<file path="src/drm_defs.svh">
// Offsets, field positions, reset values and timing counts of the repeater mode control
`ifndef DRM_DEFS_SVH
`define DRM_DEFS_SVH

`define DRM_CLK_MHZ 100
`define DRM_XLAT_US 1000
`define DRM_XLAT_CYC (`DRM_XLAT_US * `DRM_CLK_MHZ)
`define DRM_READY_CYC 200
`define DRM_MSW_US 1
`define DRM_MSW_CYC (`DRM_MSW_US * `DRM_CLK_MHZ)
`define DRM_DEB_US 60
`define DRM_DEB_CYC (`DRM_DEB_US * `DRM_CLK_MHZ)

`define DRM_OFF_CTRL 8'h00
`define DRM_OFF_PORT_EN 8'h04
`define DRM_OFF_GPIO_CFG 8'h08
`define DRM_OFF_INT_EN 8'h0C
`define DRM_OFF_INT_STAT 8'h10
`define DRM_OFF_STATUS 8'h14

`define DRM_CTRL_SRST 0
`define DRM_CTRL_SRC 1
`define DRM_CTRL_UREG 3
`define DRM_CTRL_PINSEL 5
`define DRM_CTRL_RST 7'h60
`define DRM_PORT_EN_RST 8'h00
`define DRM_GPIO_RST 16'h0000
`define DRM_INT_EN_RST 8'h00

`define DRM_G_DIR 0
`define DRM_G_PP 2
`define DRM_G_SEL 4
`define DRM_G_VAL 8
`define DRM_G_IEN 10
`define DRM_G_LVL 12
`define DRM_G_IRQ_PP 14
`define DRM_G_IRQ_POL 15

`endif

</file>
<file path="src/drm_pkg.sv">
// Types shared by the repeater mode control modules
package drm_pkg;
   typedef enum logic [2:0] {PS_L0, PS_L2, PS_ARES, PS_WIRQ, PS_DISC} drm_pstate_e;
   typedef enum logic [1:0] {GS_VAL, GS_IRQ, GS_UART, GS_READY} drm_gsel_e;
endpackage : drm_pkg

</file>
<file path="src/drm_port_if.sv">
// Signals between the top and one per-port wake and event controller
`timescale 1ns/1ps
interface drm_port_if;
   logic active;
   logic host;
   logic suspended;
   logic l2_cmd;
   logic usb_wake;
   logic usb_se0;
   logic usb_attach;
   logic sor;
   logic port_reset;
   logic auto_en;
   logic wake_irq_en;
   logic disc_irq_en;
   logic att_irq_en;
   logic resume_k;
   logic hold_rwake;
   logic hold_se0;
   logic se0_fwd;
   logic attach_fwd;
   logic wake_evt;
   logic disc_evt;
   logic attach_evt;
   modport ctrl (input active, host, suspended, l2_cmd, usb_wake, usb_se0, usb_attach, sor,
      port_reset, auto_en, wake_irq_en, disc_irq_en, att_irq_en,
      output resume_k, hold_rwake, hold_se0, se0_fwd, attach_fwd, wake_evt, disc_evt,
      attach_evt);
   modport top (output active, host, suspended, l2_cmd, usb_wake, usb_se0, usb_attach, sor,
      port_reset, auto_en, wake_irq_en, disc_irq_en, att_irq_en,
      input resume_k, hold_rwake, hold_se0, se0_fwd, attach_fwd, wake_evt, disc_evt,
      attach_evt);
endinterface : drm_port_if

</file>
<file path="src/drm_port_ctrl.sv">
// Per-port resume, L2 interrupt and attach debounce controller
`timescale 1ns/1ps
`include "drm_defs.svh"
module drm_port_ctrl import drm_pkg::*; #(
   parameter int DEB_CYC = `DRM_DEB_CYC
) (
   input wire logic pclk,
   input wire logic presetn,
   drm_port_if.ctrl pif
);
   drm_pstate_e st;
   logic [15:0] deb_cnt;
   logic l2irq;
   logic att_arm;

   // Either L2 interrupt enable turns auto-resume off
   assign l2irq = pif.wake_irq_en | pif.disc_irq_en;
   assign att_arm = pif.active & pif.host & pif.att_irq_en & pif.usb_attach;

   always_ff @(posedge pclk or negedge presetn) begin
      if (!presetn) begin
         st <= PS_L0;
      end else if (!pif.active) begin
         st <= PS_L0;
      end else begin
         unique case (st)
            PS_L0: begin
               if (pif.host && pif.l2_cmd) begin
                  st <= PS_L2;
               end else if (pif.host && pif.suspended && pif.usb_wake && pif.auto_en &&
                     !l2irq) begin
                  st <= PS_ARES;
               end
            end
            PS_L2: begin
               if (pif.usb_wake) begin
                  if (l2irq) begin
                     st <= PS_WIRQ;
                  end else if (pif.auto_en) begin
                     st <= PS_ARES;
                  end else begin
                     st <= PS_L0;
                  end
               end else if (pif.usb_se0 && pif.disc_irq_en) begin
                  st <= PS_DISC;
               end else if (pif.sor) begin
                  st <= PS_L0;
               end
            end
            PS_ARES, PS_WIRQ: begin
               if (pif.sor) begin
                  st <= PS_L0;
               end
            end
            PS_DISC: begin
               if (pif.port_reset) begin
                  st <= PS_L0;
               end
            end
         endcase
      end
   end

   always_ff @(posedge pclk or negedge presetn) begin
      if (!presetn) begin
         deb_cnt <= 16'h0000;
      end else if (!att_arm) begin
         deb_cnt <= 16'h0000;
      end else if (deb_cnt != 16'(DEB_CYC)) begin
         deb_cnt <= deb_cnt + 16'h0001;
      end
   end

   // Resume K starts in the state's first cycle, far inside the hub deadline
   assign pif.resume_k = (st == PS_ARES) || (st == PS_WIRQ);
   assign pif.hold_rwake = (st == PS_ARES);
   assign pif.hold_se0 = (st == PS_WIRQ);
   assign pif.se0_fwd = pif.usb_se0 && (st != PS_DISC) &&
      !((st == PS_L2) && pif.disc_irq_en);
   assign pif.attach_fwd = pif.usb_attach && !(pif.host && pif.att_irq_en);
   assign pif.wake_evt = pif.active && (st == PS_L2) && pif.usb_wake && pif.wake_irq_en;
   assign pif.disc_evt = pif.active && (st == PS_L2) && !pif.usb_wake && pif.usb_se0 &&
      pif.disc_irq_en;
   assign pif.attach_evt = att_arm && (deb_cnt == 16'(DEB_CYC - 1));

   wake_irq_seq_a: assert property (@(posedge pclk) disable iff (!presetn)
      pif.wake_evt |=> (st == PS_WIRQ) && pif.resume_k && !pif.hold_rwake)
      else $error("wake interrupt did not enter resume with se0 hold");
   disc_hold_a: assert property (@(posedge pclk) disable iff (!presetn)
      (st == PS_DISC && pif.active && !pif.port_reset) |=> st == PS_DISC && !pif.se0_fwd)
      else $error("disconnect wait left early or reported se0");
   attach_deb_a: assert property (@(posedge pclk) disable iff (!presetn)
      pif.attach_evt |-> $past(att_arm, 8) && $past(att_arm, 1) && !pif.attach_fwd)
      else $error("attach interrupt without debounced attach");
endmodule : drm_port_ctrl

</file>
<file path="src/drm_top.sv">
// Dual repeater mode control: crossbar latch, ready, UART bypass, L2 interrupts, GPIO
//
// Local design decisions: the APB register port and the register offsets.
`timescale 1ns/1ps
`include "drm_defs.svh"
module drm_top import drm_pkg::*; #(
   parameter int XLAT_CYC = `DRM_XLAT_CYC,
   parameter int DEB_CYC = `DRM_DEB_CYC
) (
   input wire logic pclk,
   input wire logic presetn,
   input wire logic psel,
   input wire logic penable,
   input wire logic pwrite,
   input wire logic [7:0] paddr,
   input wire logic [31:0] pwdata,
   output logic [31:0] prdata,
   output logic pready,
   output logic pslverr,
   input wire logic reg_ctrl_mode,
   input wire logic cross_sel,
   input wire logic general_pin_zero,
   input wire logic [1:0] tuning_pin_in,
   output logic [1:0] tuning_pin_out,
   output logic [1:0] tuning_pin_oe,
   output logic irq_output_pin_out,
   output logic irq_output_pin_oe,
   input wire logic [1:0] host_mode,
   input wire logic [1:0] suspended,
   input wire logic [1:0] l2_suspend_command,
   input wire logic [1:0] start_of_resume_signal,
   input wire logic [1:0] port_reset_ann,
   input wire logic [1:0] usb_wake,
   input wire logic [1:0] usb_se0,
   input wire logic [1:0] usb_attach,
   output logic power_down,
   output logic xbar_swap,
   output logic [1:0] rpt_ready,
   output logic [1:0] uart_bypass,
   output logic [1:0] usb_resume_k,
   output logic [1:0] emb_hold_rwake,
   output logic [1:0] emb_hold_se0,
   output logic [1:0] emb_se0_fwd,
   output logic [1:0] emb_attach_fwd,
   output logic [1:0] tuning_strap
);
   localparam int READY_CYC = `DRM_READY_CYC;
   localparam int MSW_CYC = `DRM_MSW_CYC;
   localparam int MSW_LIM = MSW_CYC + 1;

   logic int_rst;
   logic [16:0] seq_cnt;
   logic xbar_done;
   logic strap_done;
   logic [6:0] ctrl;
   logic [7:0] port_en;
   logic [15:0] gcfg;
   logic [7:0] int_en;
   logic [7:0] int_stat;
   logic [7:0] int_set;
   logic [1:0] uart_req;
   logic [1:0] tun_q;
   logic irq_act;
   logic wr;
   logic rd_setup;
   logic addr_ok;
   logic [31:0] rd_val;
   logic [7:0] w1c;
   drm_port_if pif[2] ();

   function automatic logic [1:0] pin_drive(input logic pp, input logic lvl);
      // Open-drain only ever pulls low; high comes from the pull-up
      pin_drive = pp ? {lvl, 1'b1} : {1'b0, ~lvl};
   endfunction : pin_drive

   assign wr = psel && penable && pready && pwrite;
   assign rd_setup = psel && !penable;
   assign irq_act = |(int_stat & int_en);
   assign w1c = (wr && paddr == `DRM_OFF_INT_STAT) ? pwdata[7:0] : 8'h00;

   always_comb begin
      addr_ok = 1'b1;
      rd_val = 32'h0000_0000;
      unique case (paddr)
         `DRM_OFF_CTRL: rd_val = {25'h0, ctrl[6:1], 1'b0};
         `DRM_OFF_PORT_EN: rd_val = {24'h0, port_en};
         `DRM_OFF_GPIO_CFG: rd_val = {16'h0, gcfg};
         `DRM_OFF_INT_EN: rd_val = {24'h0, int_en};
         `DRM_OFF_INT_STAT: rd_val = {24'h0, int_stat};
         `DRM_OFF_STATUS: rd_val = {22'h0, tuning_strap, tun_q, uart_bypass, rpt_ready,
            xbar_done, xbar_swap};
         default: addr_ok = 1'b0;
      endcase
   end

   // Zero-wait slave: answer prepared in setup, pready high through access
   always_ff @(posedge pclk or negedge presetn) begin
      if (!presetn) begin
         pready <= 1'b0;
         pslverr <= 1'b0;
         prdata <= 32'h0000_0000;
      end else begin
         pready <= rd_setup;
         pslverr <= rd_setup && !addr_ok;
         if (rd_setup && !pwrite) begin
            prdata <= rd_val;
         end
      end
   end

   always_ff @(posedge pclk or negedge presetn) begin
      if (!presetn) begin
         ctrl <= `DRM_CTRL_RST;
         port_en <= `DRM_PORT_EN_RST;
         int_en <= `DRM_INT_EN_RST;
      end else begin
         ctrl[`DRM_CTRL_SRST] <= wr && paddr == `DRM_OFF_CTRL && pwdata[`DRM_CTRL_SRST];
         if (wr && paddr == `DRM_OFF_CTRL) begin
            ctrl[6:1] <= pwdata[6:1];
         end
         if (wr && paddr == `DRM_OFF_PORT_EN) begin
            port_en <= pwdata[7:0];
         end
         if (wr && paddr == `DRM_OFF_INT_EN) begin
            int_en <= pwdata[7:0];
         end
      end
   end

   always_ff @(posedge pclk or negedge presetn) begin
      if (!presetn) begin
         gcfg <= `DRM_GPIO_RST;
      end else if (ctrl[`DRM_CTRL_SRST]) begin
         gcfg[`DRM_G_DIR +: 2] <= 2'b00;
      end else if (wr && paddr == `DRM_OFF_GPIO_CFG) begin
         gcfg <= pwdata[15:0];
      end
   end

   // Reset sequence: one cycle of internal reset, then the counts run
   always_ff @(posedge pclk or negedge presetn) begin
      if (!presetn) begin
         int_rst <= 1'b1;
         seq_cnt <= 17'h00000;
         power_down <= 1'b1;
      end else begin
         int_rst <= 1'b0;
         power_down <= 1'b0;
         if (!int_rst && seq_cnt != 17'h1FFFF) begin
            seq_cnt <= seq_cnt + 17'h00001;
         end
      end
   end

   always_ff @(posedge pclk or negedge presetn) begin
      if (!presetn) begin
         xbar_done <= 1'b0;
         xbar_swap <= 1'b0;
      end else if (!xbar_done && !int_rst && seq_cnt == 17'(XLAT_CYC - 1)) begin
         xbar_done <= 1'b1;
         xbar_swap <= cross_sel;
      end
   end

   always_ff @(posedge pclk or negedge presetn) begin
      if (!presetn) begin
         rpt_ready <= 2'b00;
      end else if (!int_rst && seq_cnt == 17'(READY_CYC - 1)) begin
         rpt_ready <= 2'b11;
      end
   end

   // Straps are caught on the first edge after release
   always_ff @(posedge pclk or negedge presetn) begin
      if (!presetn) begin
         strap_done <= 1'b0;
         tuning_strap <= 2'b00;
      end else if (!strap_done) begin
         strap_done <= 1'b1;
         tuning_strap <= tuning_pin_in;
      end
   end

   always_ff @(posedge pclk or negedge presetn) begin
      if (!presetn) begin
         tun_q <= 2'b00;
      end else begin
         tun_q <= tuning_pin_in;
      end
   end

   genvar p;
   generate
      for (p = 0; p < 2; p++) begin : g_port
         logic [6:0] msw_cnt;
         logic [1:0] gsel;
         logic gval;
         logic [1:0] drv;

         // Pin source: tuning pin active high, or general pin zero active low
         always_comb begin
            if (ctrl[`DRM_CTRL_SRC + p]) begin
               uart_req[p] = ctrl[`DRM_CTRL_UREG + p];
            end else if (ctrl[`DRM_CTRL_PINSEL + p]) begin
               uart_req[p] = tuning_pin_in[p] && !gcfg[`DRM_G_DIR + p];
            end else begin
               uart_req[p] = !general_pin_zero;
            end
            uart_req[p] = uart_req[p] && reg_ctrl_mode && rpt_ready[p];
         end

         always_ff @(posedge pclk or negedge presetn) begin
            if (!presetn) begin
               msw_cnt <= 7'h00;
               uart_bypass[p] <= 1'b0;
            end else if (uart_req[p] == uart_bypass[p]) begin
               msw_cnt <= 7'h00;
            end else if (msw_cnt == 7'(MSW_CYC - 1)) begin
               msw_cnt <= 7'h00;
               uart_bypass[p] <= uart_req[p];
            end else begin
               msw_cnt <= msw_cnt + 7'h01;
            end
         end

         // USB-side inputs reach the embedded port that the crossbar assigns
         assign pif[p].active = rpt_ready[p] && !uart_bypass[p];
         assign pif[p].host = host_mode[p];
         assign pif[p].suspended = suspended[p];
         assign pif[p].l2_cmd = l2_suspend_command[p];
         assign pif[p].sor = start_of_resume_signal[p];
         assign pif[p].port_reset = port_reset_ann[p];
         assign pif[p].usb_wake = usb_wake[p ^ xbar_swap];
         assign pif[p].usb_se0 = usb_se0[p ^ xbar_swap];
         assign pif[p].usb_attach = usb_attach[p ^ xbar_swap];
         assign pif[p].wake_irq_en = port_en[4 * p];
         assign pif[p].disc_irq_en = port_en[4 * p + 1];
         assign pif[p].att_irq_en = port_en[4 * p + 2];
         assign pif[p].auto_en = port_en[4 * p + 3];

         drm_port_ctrl #(.DEB_CYC(DEB_CYC)) u_ctrl (
            .pclk(pclk),
            .presetn(presetn),
            .pif(pif[p])
         );

         assign int_set[3 * p] = pif[p].wake_evt;
         assign int_set[3 * p + 1] = pif[p].disc_evt;
         assign int_set[3 * p + 2] = pif[p].attach_evt;
         assign int_set[6 + p] = !gcfg[`DRM_G_DIR + p] && gcfg[`DRM_G_IEN + p] &&
            (gcfg[`DRM_G_LVL + p] ? tuning_pin_in[p] : tuning_pin_in[p] != tun_q[p]);

         assign gsel = gcfg[`DRM_G_SEL + 2 * p +: 2];
         always_comb begin
            unique case (drm_gsel_e'(gsel))
               GS_VAL: gval = gcfg[`DRM_G_VAL + p];
               GS_IRQ: gval = irq_act;
               GS_UART: gval = uart_bypass[p];
               GS_READY: gval = rpt_ready[p];
            endcase
         end
         assign drv = pin_drive(gcfg[`DRM_G_PP + p], gval);

         always_ff @(posedge pclk or negedge presetn) begin
            if (!presetn) begin
               tuning_pin_out[p] <= 1'b0;
               tuning_pin_oe[p] <= 1'b0;
               usb_resume_k[p] <= 1'b0;
               emb_hold_rwake[p] <= 1'b0;
               emb_hold_se0[p] <= 1'b0;
               emb_se0_fwd[p] <= 1'b0;
               emb_attach_fwd[p] <= 1'b0;
            end else begin
               tuning_pin_out[p] <= drv[1];
               tuning_pin_oe[p] <= drv[0] && gcfg[`DRM_G_DIR + p] && reg_ctrl_mode;
               usb_resume_k[p] <= xbar_swap ? pif[1 - p].resume_k :
                  pif[p].resume_k;
               emb_hold_rwake[p] <= pif[p].hold_rwake;
               emb_hold_se0[p] <= pif[p].hold_se0;
               emb_se0_fwd[p] <= pif[p].se0_fwd;
               emb_attach_fwd[p] <= pif[p].attach_fwd;
            end
         end
      end
   endgenerate

   // Set beats a same-cycle write-one-to-clear
   always_ff @(posedge pclk or negedge presetn) begin
      if (!presetn) begin
         int_stat <= 8'h00;
      end else begin
         int_stat <= (int_stat & ~w1c) | int_set;
      end
   end

   always_ff @(posedge pclk or negedge presetn) begin
      if (!presetn) begin
         irq_output_pin_out <= 1'b0;
         irq_output_pin_oe <= 1'b0;
      end else begin
         {irq_output_pin_out, irq_output_pin_oe} <= pin_drive(gcfg[`DRM_G_IRQ_PP],
            gcfg[`DRM_G_IRQ_POL] ? irq_act : !irq_act);
         if (!reg_ctrl_mode) begin
            irq_output_pin_oe <= 1'b0;
         end
      end
   end

   xbar_latch_a: assert property (@(posedge pclk) disable iff (!presetn)
      $rose(xbar_done) |-> seq_cnt == 17'(XLAT_CYC) && xbar_swap == $past(cross_sel))
      else $error("crossbar latched at wrong time or value");
   xbar_hold_a: assert property (@(posedge pclk) disable iff (!presetn)
      xbar_done |=> xbar_done && $stable(xbar_swap))
      else $error("crossbar orientation changed after latch");
   ready_time_a: assert property (@(posedge pclk) disable iff (!presetn)
      $rose(rpt_ready[0]) |-> seq_cnt == 17'(READY_CYC) && !power_down)
      else $error("repeater ready at wrong time");
   uart_switch_a: assert property (@(posedge pclk) disable iff (!presetn)
      $fell(uart_req[0]) |-> ##[1:MSW_LIM] (!uart_bypass[0] || uart_req[0]))
      else $error("uart bypass not left within switch time");
   uart_src_a: assert property (@(posedge pclk) disable iff (!presetn)
      (ctrl[`DRM_CTRL_SRC] && rpt_ready[0] && reg_ctrl_mode) |->
      uart_req[0] == ctrl[`DRM_CTRL_UREG])
      else $error("register uart source not honoured");
   irq_sticky_a: assert property (@(posedge pclk) disable iff (!presetn)
      (int_stat[1] && !w1c[1]) |=> int_stat[1])
      else $error("interrupt flag dropped without clear");
   irq_od_a: assert property (@(posedge pclk) disable iff (!presetn)
      (reg_ctrl_mode && !gcfg[`DRM_G_IRQ_PP] && irq_act) |=>
      irq_output_pin_oe && !irq_output_pin_out)
      else $error("open-drain interrupt pin not pulled low");
   gpio_edge_a: assert property (@(posedge pclk) disable iff (!presetn)
      (int_set[6] && !gcfg[`DRM_G_LVL]) |->
      $past(tuning_pin_in[0]) != tuning_pin_in[0] ##1 int_stat[6])
      else $error("gpio edge event not flagged");
endmodule : drm_top
</file>
<file path="config.mk">
export PLATFORM = sky130hd
export DESIGN_NAME = drm_top
export DESIGN_NICKNAME = d
export VERILOG_FILES = /design/src/drm_pkg.sv /design/src/drm_port_if.sv /design/src/drm_port_ctrl.sv /design/src/drm_top.sv
export VERILOG_INCLUDE_DIRS = /design/src /design/src/src
export SDC_FILE = /design/constraint.sdc
export NUM_CORES = 1
export LEC_CHECK = 0
export ABC_AREA = 1
export BUFFER_PORTS_ARGS = -buffer_cell sky130_fd_sc_hd__buf_2
export CAP_MARGIN = 25
export CORE_MARGIN = 3
export CORE_UTILIZATION = 40
export CTS_BUF_LIST = sky130_fd_sc_hd__clkbuf_4
export CTS_CLUSTER_DIAMETER = 150
export DETAILED_ROUTE_END_ITERATION = 10
export SLEW_MARGIN = 20
export SYNTH_ARGS = -nofsm -noshare
export SYNTH_HDL_FRONTEND = slang
export SYNTH_SLANG_ARGS = --single-unit
</file>
<file path="constraint.sdc">
create_clock -name pclk -period 5.7 [get_ports pclk]
set_clock_uncertainty 0.05 [all_clocks]
set_input_delay 1.425 -clock pclk [delete_from_list [all_inputs] [get_ports pclk]]
set_output_delay 1.425 -clock pclk [all_outputs]
set_load 0.1 [all_outputs]
</file>
# After elaboration in Yosys (flattened, before gate mapping)
# Index checks and enable logic that the tools add are counted.
dict set report word_totals {
  ff_bits 177
  word_cells 272
  output_inout_bits 58
  input_bits 66
}
dict set report op_classes {
  addsub 5
  reduce_logical 104
  mux 60
  bitwise_logic 19
  n_eq_ne 40
  n_lt_le_gt_ge 2
}
# cell n
set ops {}
lappend ops {{16-bit case mux with 6 select lines} 1}
lappend ops {{1-bit logical AND} 68}
lappend ops {{16-bit 2-to-1 mux} 4}
lappend ops {{3-bit 2-to-1 mux} 16}
lappend ops {{16-bit by 1-bit adder with 16-bit output, second input constant} 2}
lappend ops {{16-bit by 13-bit == test with 1-bit output, second input constant} 2}
lappend ops {{16-bit by 13-bit inequality test with 1-bit output, second input constant} 2}
lappend ops {{7-bit 2-to-1 mux} 4}
lappend ops {{3-bit case mux with 4 select lines} 2}
lappend ops {{1-bit 2-to-1 mux} 23}
lappend ops {{1-bit zero test} 19}
lappend ops {{17-bit by 1-bit adder with 17-bit output, second input constant} 1}
lappend ops {{17-bit == test, second input constant} 1}
lappend ops {{17-bit by 8-bit == test with 1-bit output, second input constant} 1}
lappend ops {{17-bit inequality test, second input constant} 1}
lappend ops {{8-bit AND} 2}
lappend ops {{8-bit by 4-bit == test with 1-bit output, second input constant} 2}
lappend ops {{8-bit by 5-bit == test with 1-bit output, second input constant} 2}
lappend ops {{7-bit by 1-bit adder with 7-bit output, second input constant} 2}
lappend ops {{7-bit == test, second input constant} 2}
lappend ops {{2-bit 2-to-1 mux} 7}
lappend ops {{3-bit by 2-bit == test with 1-bit output, second input constant} 4}
lappend ops {{3-bit inequality test, second input constant} 4}
lappend ops {{2-bit AND reduction} 5}
lappend ops {{other kinds (25)} 53}

# Logic depth before layout (Yosys ltp)
# Gate-level depths: netlist of the first run.
dict set report depth {
  depth_word 10
  mapped_depth 13
  mapped_depth_nobuf 13
}

# By module
# A second synthesis of the first run with hierarchy kept.
dict set report unflattened {
  cells_unflattened 1090
  hier_area_um2 8603.3
}
# module cells_each seq_area_each_um2 area_each_um2 n_inst
set by_module_without_submodules {}
lappend by_module_without_submodules {drm_top 698 3081.7 5970.7 1}
lappend by_module_without_submodules {drm_port_ctrl 196 475.5 1316.3 2}

# Worst setup path after synthesis of the first run
# OpenSTA, ideal clock, no wires.
dict set report synth_path {
  path_type {register to output}
  startpoint {register, netlist name rpt_ready[0]}
  endpoint {output rpt_ready[1]}
  n_path_buf 1
  required_ns 4.225
  t_arrival_ns 1.386
  stages_incl_launch_ff 2
  setup_slack_ns 2.839
  cell_sequence {dfrtp_1 buf_4}
}
# item line_no
set synth_lines {}
lappend synth_lines {{to (decl)} drm_top.sv:38} ;# output logic [1:0] rpt_ready,
# No word-level cell between the ends.

# Worst setup path after layout of the first run
dict set report layout_path {
  startpoint {register xbar_swap}
  endpoint {output xbar_swap}
}
# item line_no
set layout_lines {}
lappend layout_lines {{from (decl)} drm_top.sv:37} ;# output logic xbar_swap,
lappend layout_lines {{from (signal assigned)} drm_top.sv:161} ;# xbar_swap <= cross_sel;
# No word-level cell between the ends.

==> results of run 1 <==
[Yosys cell counts (all sizes together)]
master and number:
or2 7, a21oi 53, clkbuf 4, dfrtp 158, o31ai 3, dfstp 3
xor2 19, o21bai 1, and2 2, ha 8, xnor2 5, nor4 5
conb 2, nand3 100, buf 31, o21a 1, nor3 22, nor2 126
nor3b 1, nand4 23, nand3b 5, a211oi 1, o21ai 70, a31o 1
inv 129, o211ai 6, nand2 272
[layout make-up]
| cell class | instances | area share, % |
|---|---|---|
| clock buffers | 17 | 1.38 |
| diodes | 1 | 0.0271 |
| repair buffers | 94 | 5.25 |
| inverters | 129 | 5.28 |
| clock inverters | 15 | 1.49 |
| multi-input cells | 749 | 39.2 |
| flip-flops and latches | 161 | 43.7 |
| well taps | 270 | 3.66 |
[path summary, 6_finish.rpt]
path                                        startpoint  slack [ps]                            to  cells past startpoint
max in group asynchronous                      presetn        3750                    strap_done                      2
min                        g_port[1].u_ctrl.deb_cnt[6]         420   g_port[1].u_ctrl.deb_cnt[6]                      1
min reg2reg                g_port[1].u_ctrl.deb_cnt[6]         420   g_port[1].u_ctrl.deb_cnt[6]                      1
max reg2reg                                 seq_cnt[0]        3310                   seq_cnt[10]                     11
max                                          xbar_swap        2450                     xbar_swap                      1
min in group asynchronous                      presetn         840  g_port[1].u_ctrl.deb_cnt[10]                      1
[state kept, by name, indices dropped and copies added, names as in the netlist, 7 cells and up]
signal	count
gcfg	16
g_port.u_ctrl.deb_cnt	32
ctrl	7
prdata	16
port_en	8
int_en	8
int_stat	8
seq_cnt	17
g_port.msw_cnt	14
[layer usage]
metal	vias up	wire length [µm]
met5	-	0
met4	0	327
met3	22	940
met2	162	9330
met1	3252	9300
li1	3577	-
[power by group]
| part | internal [mW] | switching [mW] |
|---|---|---|
| registers | 1.17 | 0.0317 |
| logic | 0.0524 | 0.183 |
| clock network | 0.193 | 0.464 |
| total | 1.42 | 0.678 |
[layout by cell type (no fill, tap or decap), drive strengths merged]
cell type / n
nor3: 22
clkbuf: 17
a211oi: 1
nand3b: 5
xor2: 19
inv: 140
or2: 7
a31o: 1
nor2: 126
diode: 1
a21oi: 53
o21a: 1
ha: 8
o211ai: 6
nand3: 100
clkinv: 1
nand2: 272
and2: 2
conb: 18
nand4: 23
dfstp: 3
nor4: 5
clkinvlp: 3
nor3b: 1
dfrtp: 158
o21ai: 70
o31ai: 3
o21bai: 1
xnor2: 5
buf: 94
[cells by family (layout without fill, tap and decap cells)]
family                   after synthesis  after routing  synth area share [%]
buffers and inverters                164            255                  8.89
adder cells (fa/ha/maj)                8              8                  1.20
flip-flops                           161            161                  48.5
AO/OA/AOI/OAI                        136            136                  8.59
AND/OR/NAND/NOR                      563            563                  30.3
other                                  2             19                0.0902
XOR/XNOR                              24             24                  2.53
==> results.md, run 1 <==
* FF+latch count, synth at 161
* Area contributors post-synth: dfrtp_1 (48%), nand2_1 (12%), nand3_1 (6.0%)
* Filler cell count at 2081
* Post-CTS sizing at 0
* Final Max Slew Viols at 0
* Placed Cells at 1403
* Worst slew pin tran at 818 ps
* Worst path top cell family by delay: flip-flops
* Row cnt at 52
* VDD IR-drop max at 0.103 mV
* Tcrit/Tclk final at 57.1%
* Area occupied by multi-input gates at 3610 µm²
* Initial antenna violation count at 1
* Cell Pwr Density at 227 nW/µm²
* Critical Setup Path Class: register to output port
* Post-Route WL at 19900 µm
* Via count at 7013
* Maxcap violations at 0
* DR vias/cell at 4.88
* Placer Congestion at 0.898
* Hold_buf cts at 0
* Crit path launch type: register
* Root Driver: clkbuf_4
* Rel. slew slack at 45.4%
* Reg clk slew, reported paths at 140 ps
* Critical-path cell list: buf_2
* # setup viols final at 0
* Worst path max stage delay at 690 ps
* # H-tree levels at 4
* Post-Layout Inst Area at 9220 µm²
* Hold slack at 419 ps
* Setup ws final at 2450 ps
* YS warnings at 0
* Cell Area, Synth at 8320 µm²
* Die X-Extent at 150 µm
* Grt total ovfl at 0
* CTS Sinks at 161
* Total power at 2.10 mW
* Global routing's busiest layer: met2
* Grt met1 use at 25.9%
* Register area share after synthesis at 48.5%
* Area leader, netlist: dfrtp_1
* Post-CTS setup repair buffer count at 0
* Final ANT Viol Nets at 0
* Die area at 22600 µm²
* Worst min path class: register to register
* Residual DRC at 0
* DP Worst Slack at 2320 ps
* CTS tree: done
* Area grow syn2layout at 10.8%
* Worst Setup End Kind: output port
* Worst-Skew Late Latency at 570 ps
* Vias in the first global route at 6635
* Drt pass-1 iters at 7
* Area post-placement at 8950 µm²
* CP Data Arrival Time at 1780 ps
* Initial Util at 40.9%
* Routed len/inst at 13.9 µm
* First-pass GRT wire length at 33200 µm
* Met3 usage at 3.67%
* Die Y at 150 µm
* Total GRT Usage at 18.6%
* Total CTS buffers at 17
* CP max stage cell: dfrtp_1
* Average size of a mapped cell at 7.87 µm²
* Period minus WS final at 3250 ps
* FF+latch area at 4030 µm²
* Setup_tns at 0 ps
* Top Ports at 124
* Final Hold Viols at 0
* Status: completed
* Static Leak at 4.71 nW
* Worst EP required at 4220 ps
* Core outline area at 20400 µm²
* Met2 Resource Use GR at 29.8%
* Gate Count Post-Synth at 1058
* Detailed Route Iter0 Violations at 501
* Count of cell types in the netlist at 39
* IO Port Bufs at 91
* Share of cells above drive strength 1 at 14.2%
* Clock Path Buffers at 2
* Final core area utilization at 45.3%
* CP Max Fanout at 14
* RSZ-0062 raised after global routing: no
* WP buf/inv at 1
* Post-DP HPWL at 14600 µm
* Final net count at 1226
* FMAX at 0.307 GHz
* Largest net degree at the start of global routing at 86
* Final cell count without fillers at 1436
* Yosys top cell area share at 47.5%
Power figures use the tool's default switching activity.
==> run 2, diff against run 1 <==
==> constraint.sdc (replaced) <==
create_clock -name pclk -period 2.6 [get_ports pclk]
set_clock_uncertainty 0.05 [all_clocks]
set_input_delay 0.65 -clock pclk [delete_from_list [all_inputs] [get_ports pclk]]
set_output_delay 0.65 -clock pclk [all_outputs]
set_load 0.1 [all_outputs]
==> results.md, run 2 (synthesized netlist as in run 1, its figures left out) <==
* Status: completed
* Total GRT Usage at 18.4% (-0.18 points)
* Tcrit/Tclk final at 90.4%
* Worst path top cell family by delay: flip-flops
* Vias in the first global route at 6502 (-2.0%)
* Share of cells above drive strength 1 at 15.0% (+0.72 points)
* Cell Pwr Density at 494 nW/µm² (+120%)
* Core outline area at 20400 µm² (unchanged)
* Post-Route WL at 19900 µm (about the same)
* # H-tree levels at 4 (unchanged)
* Grt total ovfl at 0 (unchanged)
* Critical Setup Path Class: register to output port
* Post-CTS setup repair buffer count at 0 (unchanged)
* Area grow syn2layout at 12.1%
* Final ANT Viol Nets at 0 (unchanged)
* Top Ports at 124 (unchanged)
* Number of flip-flops in the largest register at 32 (unchanged)
* # setup viols final at 0 (unchanged)
* Die Y at 150 µm (unchanged)
* Static Leak at 4.77 nW (+1.3%)
* Sw Ratio at 32.4% (about the same)
* CP Data Arrival Time at 1650 ps (-130 ps)
* Hold slack at 171 ps (-248 ps)
* Detailed Route Iter0 Violations at 415 (-17%)
* Hold_buf cts at 1 (+1)
* Setup_tns at 0 ps (unchanged)
* Regs by FF count: g_port.u_ctrl.deb_cnt: 32 flops, seq_cnt: 17 flops
* Die X-Extent at 150 µm (unchanged)
* Most frequent cells in the layout: nand2_1 (264), dfrtp_1 (158), inv_1 (123)
* Critical-path cell list: buf_2
* Top reg by flops: g_port.u_ctrl.deb_cnt
* DR vias/cell at 4.85 (-0.77%)
* Root Driver: clkbuf_4
* Row cnt at 52 (unchanged)
* Final net count at 1237 (+0.90%)
* Largest net degree at the start of global routing at 67 (-22%)
* Final Max Slew Viols at 0 (unchanged)
* Worst EP required at 1900 ps (-2320 ps)
* Drt pass-1 iters at 6 (-1)
* RSZ-0062 raised after global routing: no
* CTS Sinks at 161 (unchanged)
* CP max stage cell: dfrtp_1
* Via count at 7012 (-0.014%)
* Die area at 22600 µm² (unchanged)
* CTS tree: done
* FMAX at 0.426 GHz
* Worst path max stage delay at 580 ps (-110 ps)
* Period minus WS final at 2350 ps
* Post-DP HPWL at 15000 µm (+2.1%)
* Initial antenna violation count at 1 (unchanged)
* Final Hold Viols at 0 (unchanged)
* WP buf/inv at 1 (unchanged)
* Total CTS buffers at 17 (unchanged)
* First-pass GRT wire length at 32900 µm (-0.87%)
* Total power at 4.61 mW (+120%)
* Initial Util at 40.9% (unchanged)
* Worst-Skew Late Latency at 570 ps (about the same)
* Reg clk slew, reported paths at 160 ps (+20 ps)
* Setup ws final at 250 ps (-2200 ps)
* Maxcap violations at 0 (unchanged)
* Worst Setup End Kind: output port
* Cell Int Power at 3.12 mW (+120%)
* Sequential share of power at 57.3% (-0.2 points)
* VDD IR-drop max at 0.320 mV (+210%)
* CP Max Fanout at 6 (-8)
* Clock Path Buffers at 2 (unchanged)
* Crit path launch type: register
* Rel. slew slack at 60.5% (+15 points)
* Worst min path class: input port to register
* Worst slew pin tran at 587 ps (-231 ps)
* Routed len/inst at 13.8 µm (-0.68%)
* Clk pwr share at 31.5% (+0.2 points)
* Comb power frac at 11.3% (about the same)
* DP Worst Slack at 329 ps (-1990 ps)
* Residual DRC at 0 (unchanged)
* Post-CTS sizing at 0 (unchanged)
* Placer Congestion at 0.939 (+4.6%)
* Most common cell after layout, fill and taps aside: nand2_1
* IO Port Bufs at 91 (unchanged)
* Filler cell count at 2060 (-1.0%)
* Switching pwr at 1.49 mW (+120%)
-- run 2: cell types whose count changed in the layout (fill, tap and decap cells not counted), sizes merged --
cell	previous run	this run
buf	94	104
dlygate4sd3	0	1
inv	140	138
clkinv	1	3
-- run 2: final timing paths --
kind / startpoint / to / slack, ps / cells past startpoint
setup / recovery: uart_bypass[1] / uart_bypass[1] / 250 / 1
hold / removal: tuning_pin_in[0] / tun_q[0] / 170 / 1
setup reg to reg: seq_cnt[0] / seq_cnt[10] / 330 / 11
hold reg to reg: g_port[1].u_ctrl.deb_cnt[6] / g_port[1].u_ctrl.deb_cnt[6] / 430 / 1
max in group asynchronous: presetn / ctrl[5] / 1250 / 3
min in group asynchronous: presetn / g_port[1].u_ctrl.deb_cnt[11] / 490 / 2
-- run 2: final cells by class --
cell class                      count  area [µm²]  share of cell area, %
Antenna cell                        1        2.50                 0.0268
Clock inverter                     15         140                   1.50
Timing Repair Buffer              105         594                   6.37
Multi-Input combinational cell    749        3610                   38.7
Tap cell                          270         338                   3.62
Clock buffer                       17         128                   1.37
Sequential cell                   161        4030                   43.2
Inverter                          129         487                   5.22
-- run 2: stage by stage --
stage / std cells / cell area, µm² / utilization (%)
after floorplan: 1074 / 8380 / -
after global placement: 1413 / 9050 / 44.4
after detailed placement: 1413 / 9050 / 44.4
after CTS: 1446 / 9330 / 45.8
after global routing: 1447 / 9330 / 45.8
final: 1447 / 9330 / 45.8
-- run 2: power groups by stage --
stage,Combinational (mW),Clock (mW),Sequential [mW]
6_report,0.519,1.45,2.64
4_1_cts,0.527,1.51,2.64
3_5_place_dp,0.525,0,2.68
5_1_grt,0.575,1.63,2.65
3_3_place_gp,0.523,0,2.68
2_1_floorplan,0.298,0,2.75
-- run 2: layer usage --
metal	global-route usage, %	up-vias	routed length (µm)
met5	0	-	0
met4	5.58	0	271
met3	3.19	21	821
met2	29.2	138	9370
met1	25.8	3260	9450
li1	-	3593	-
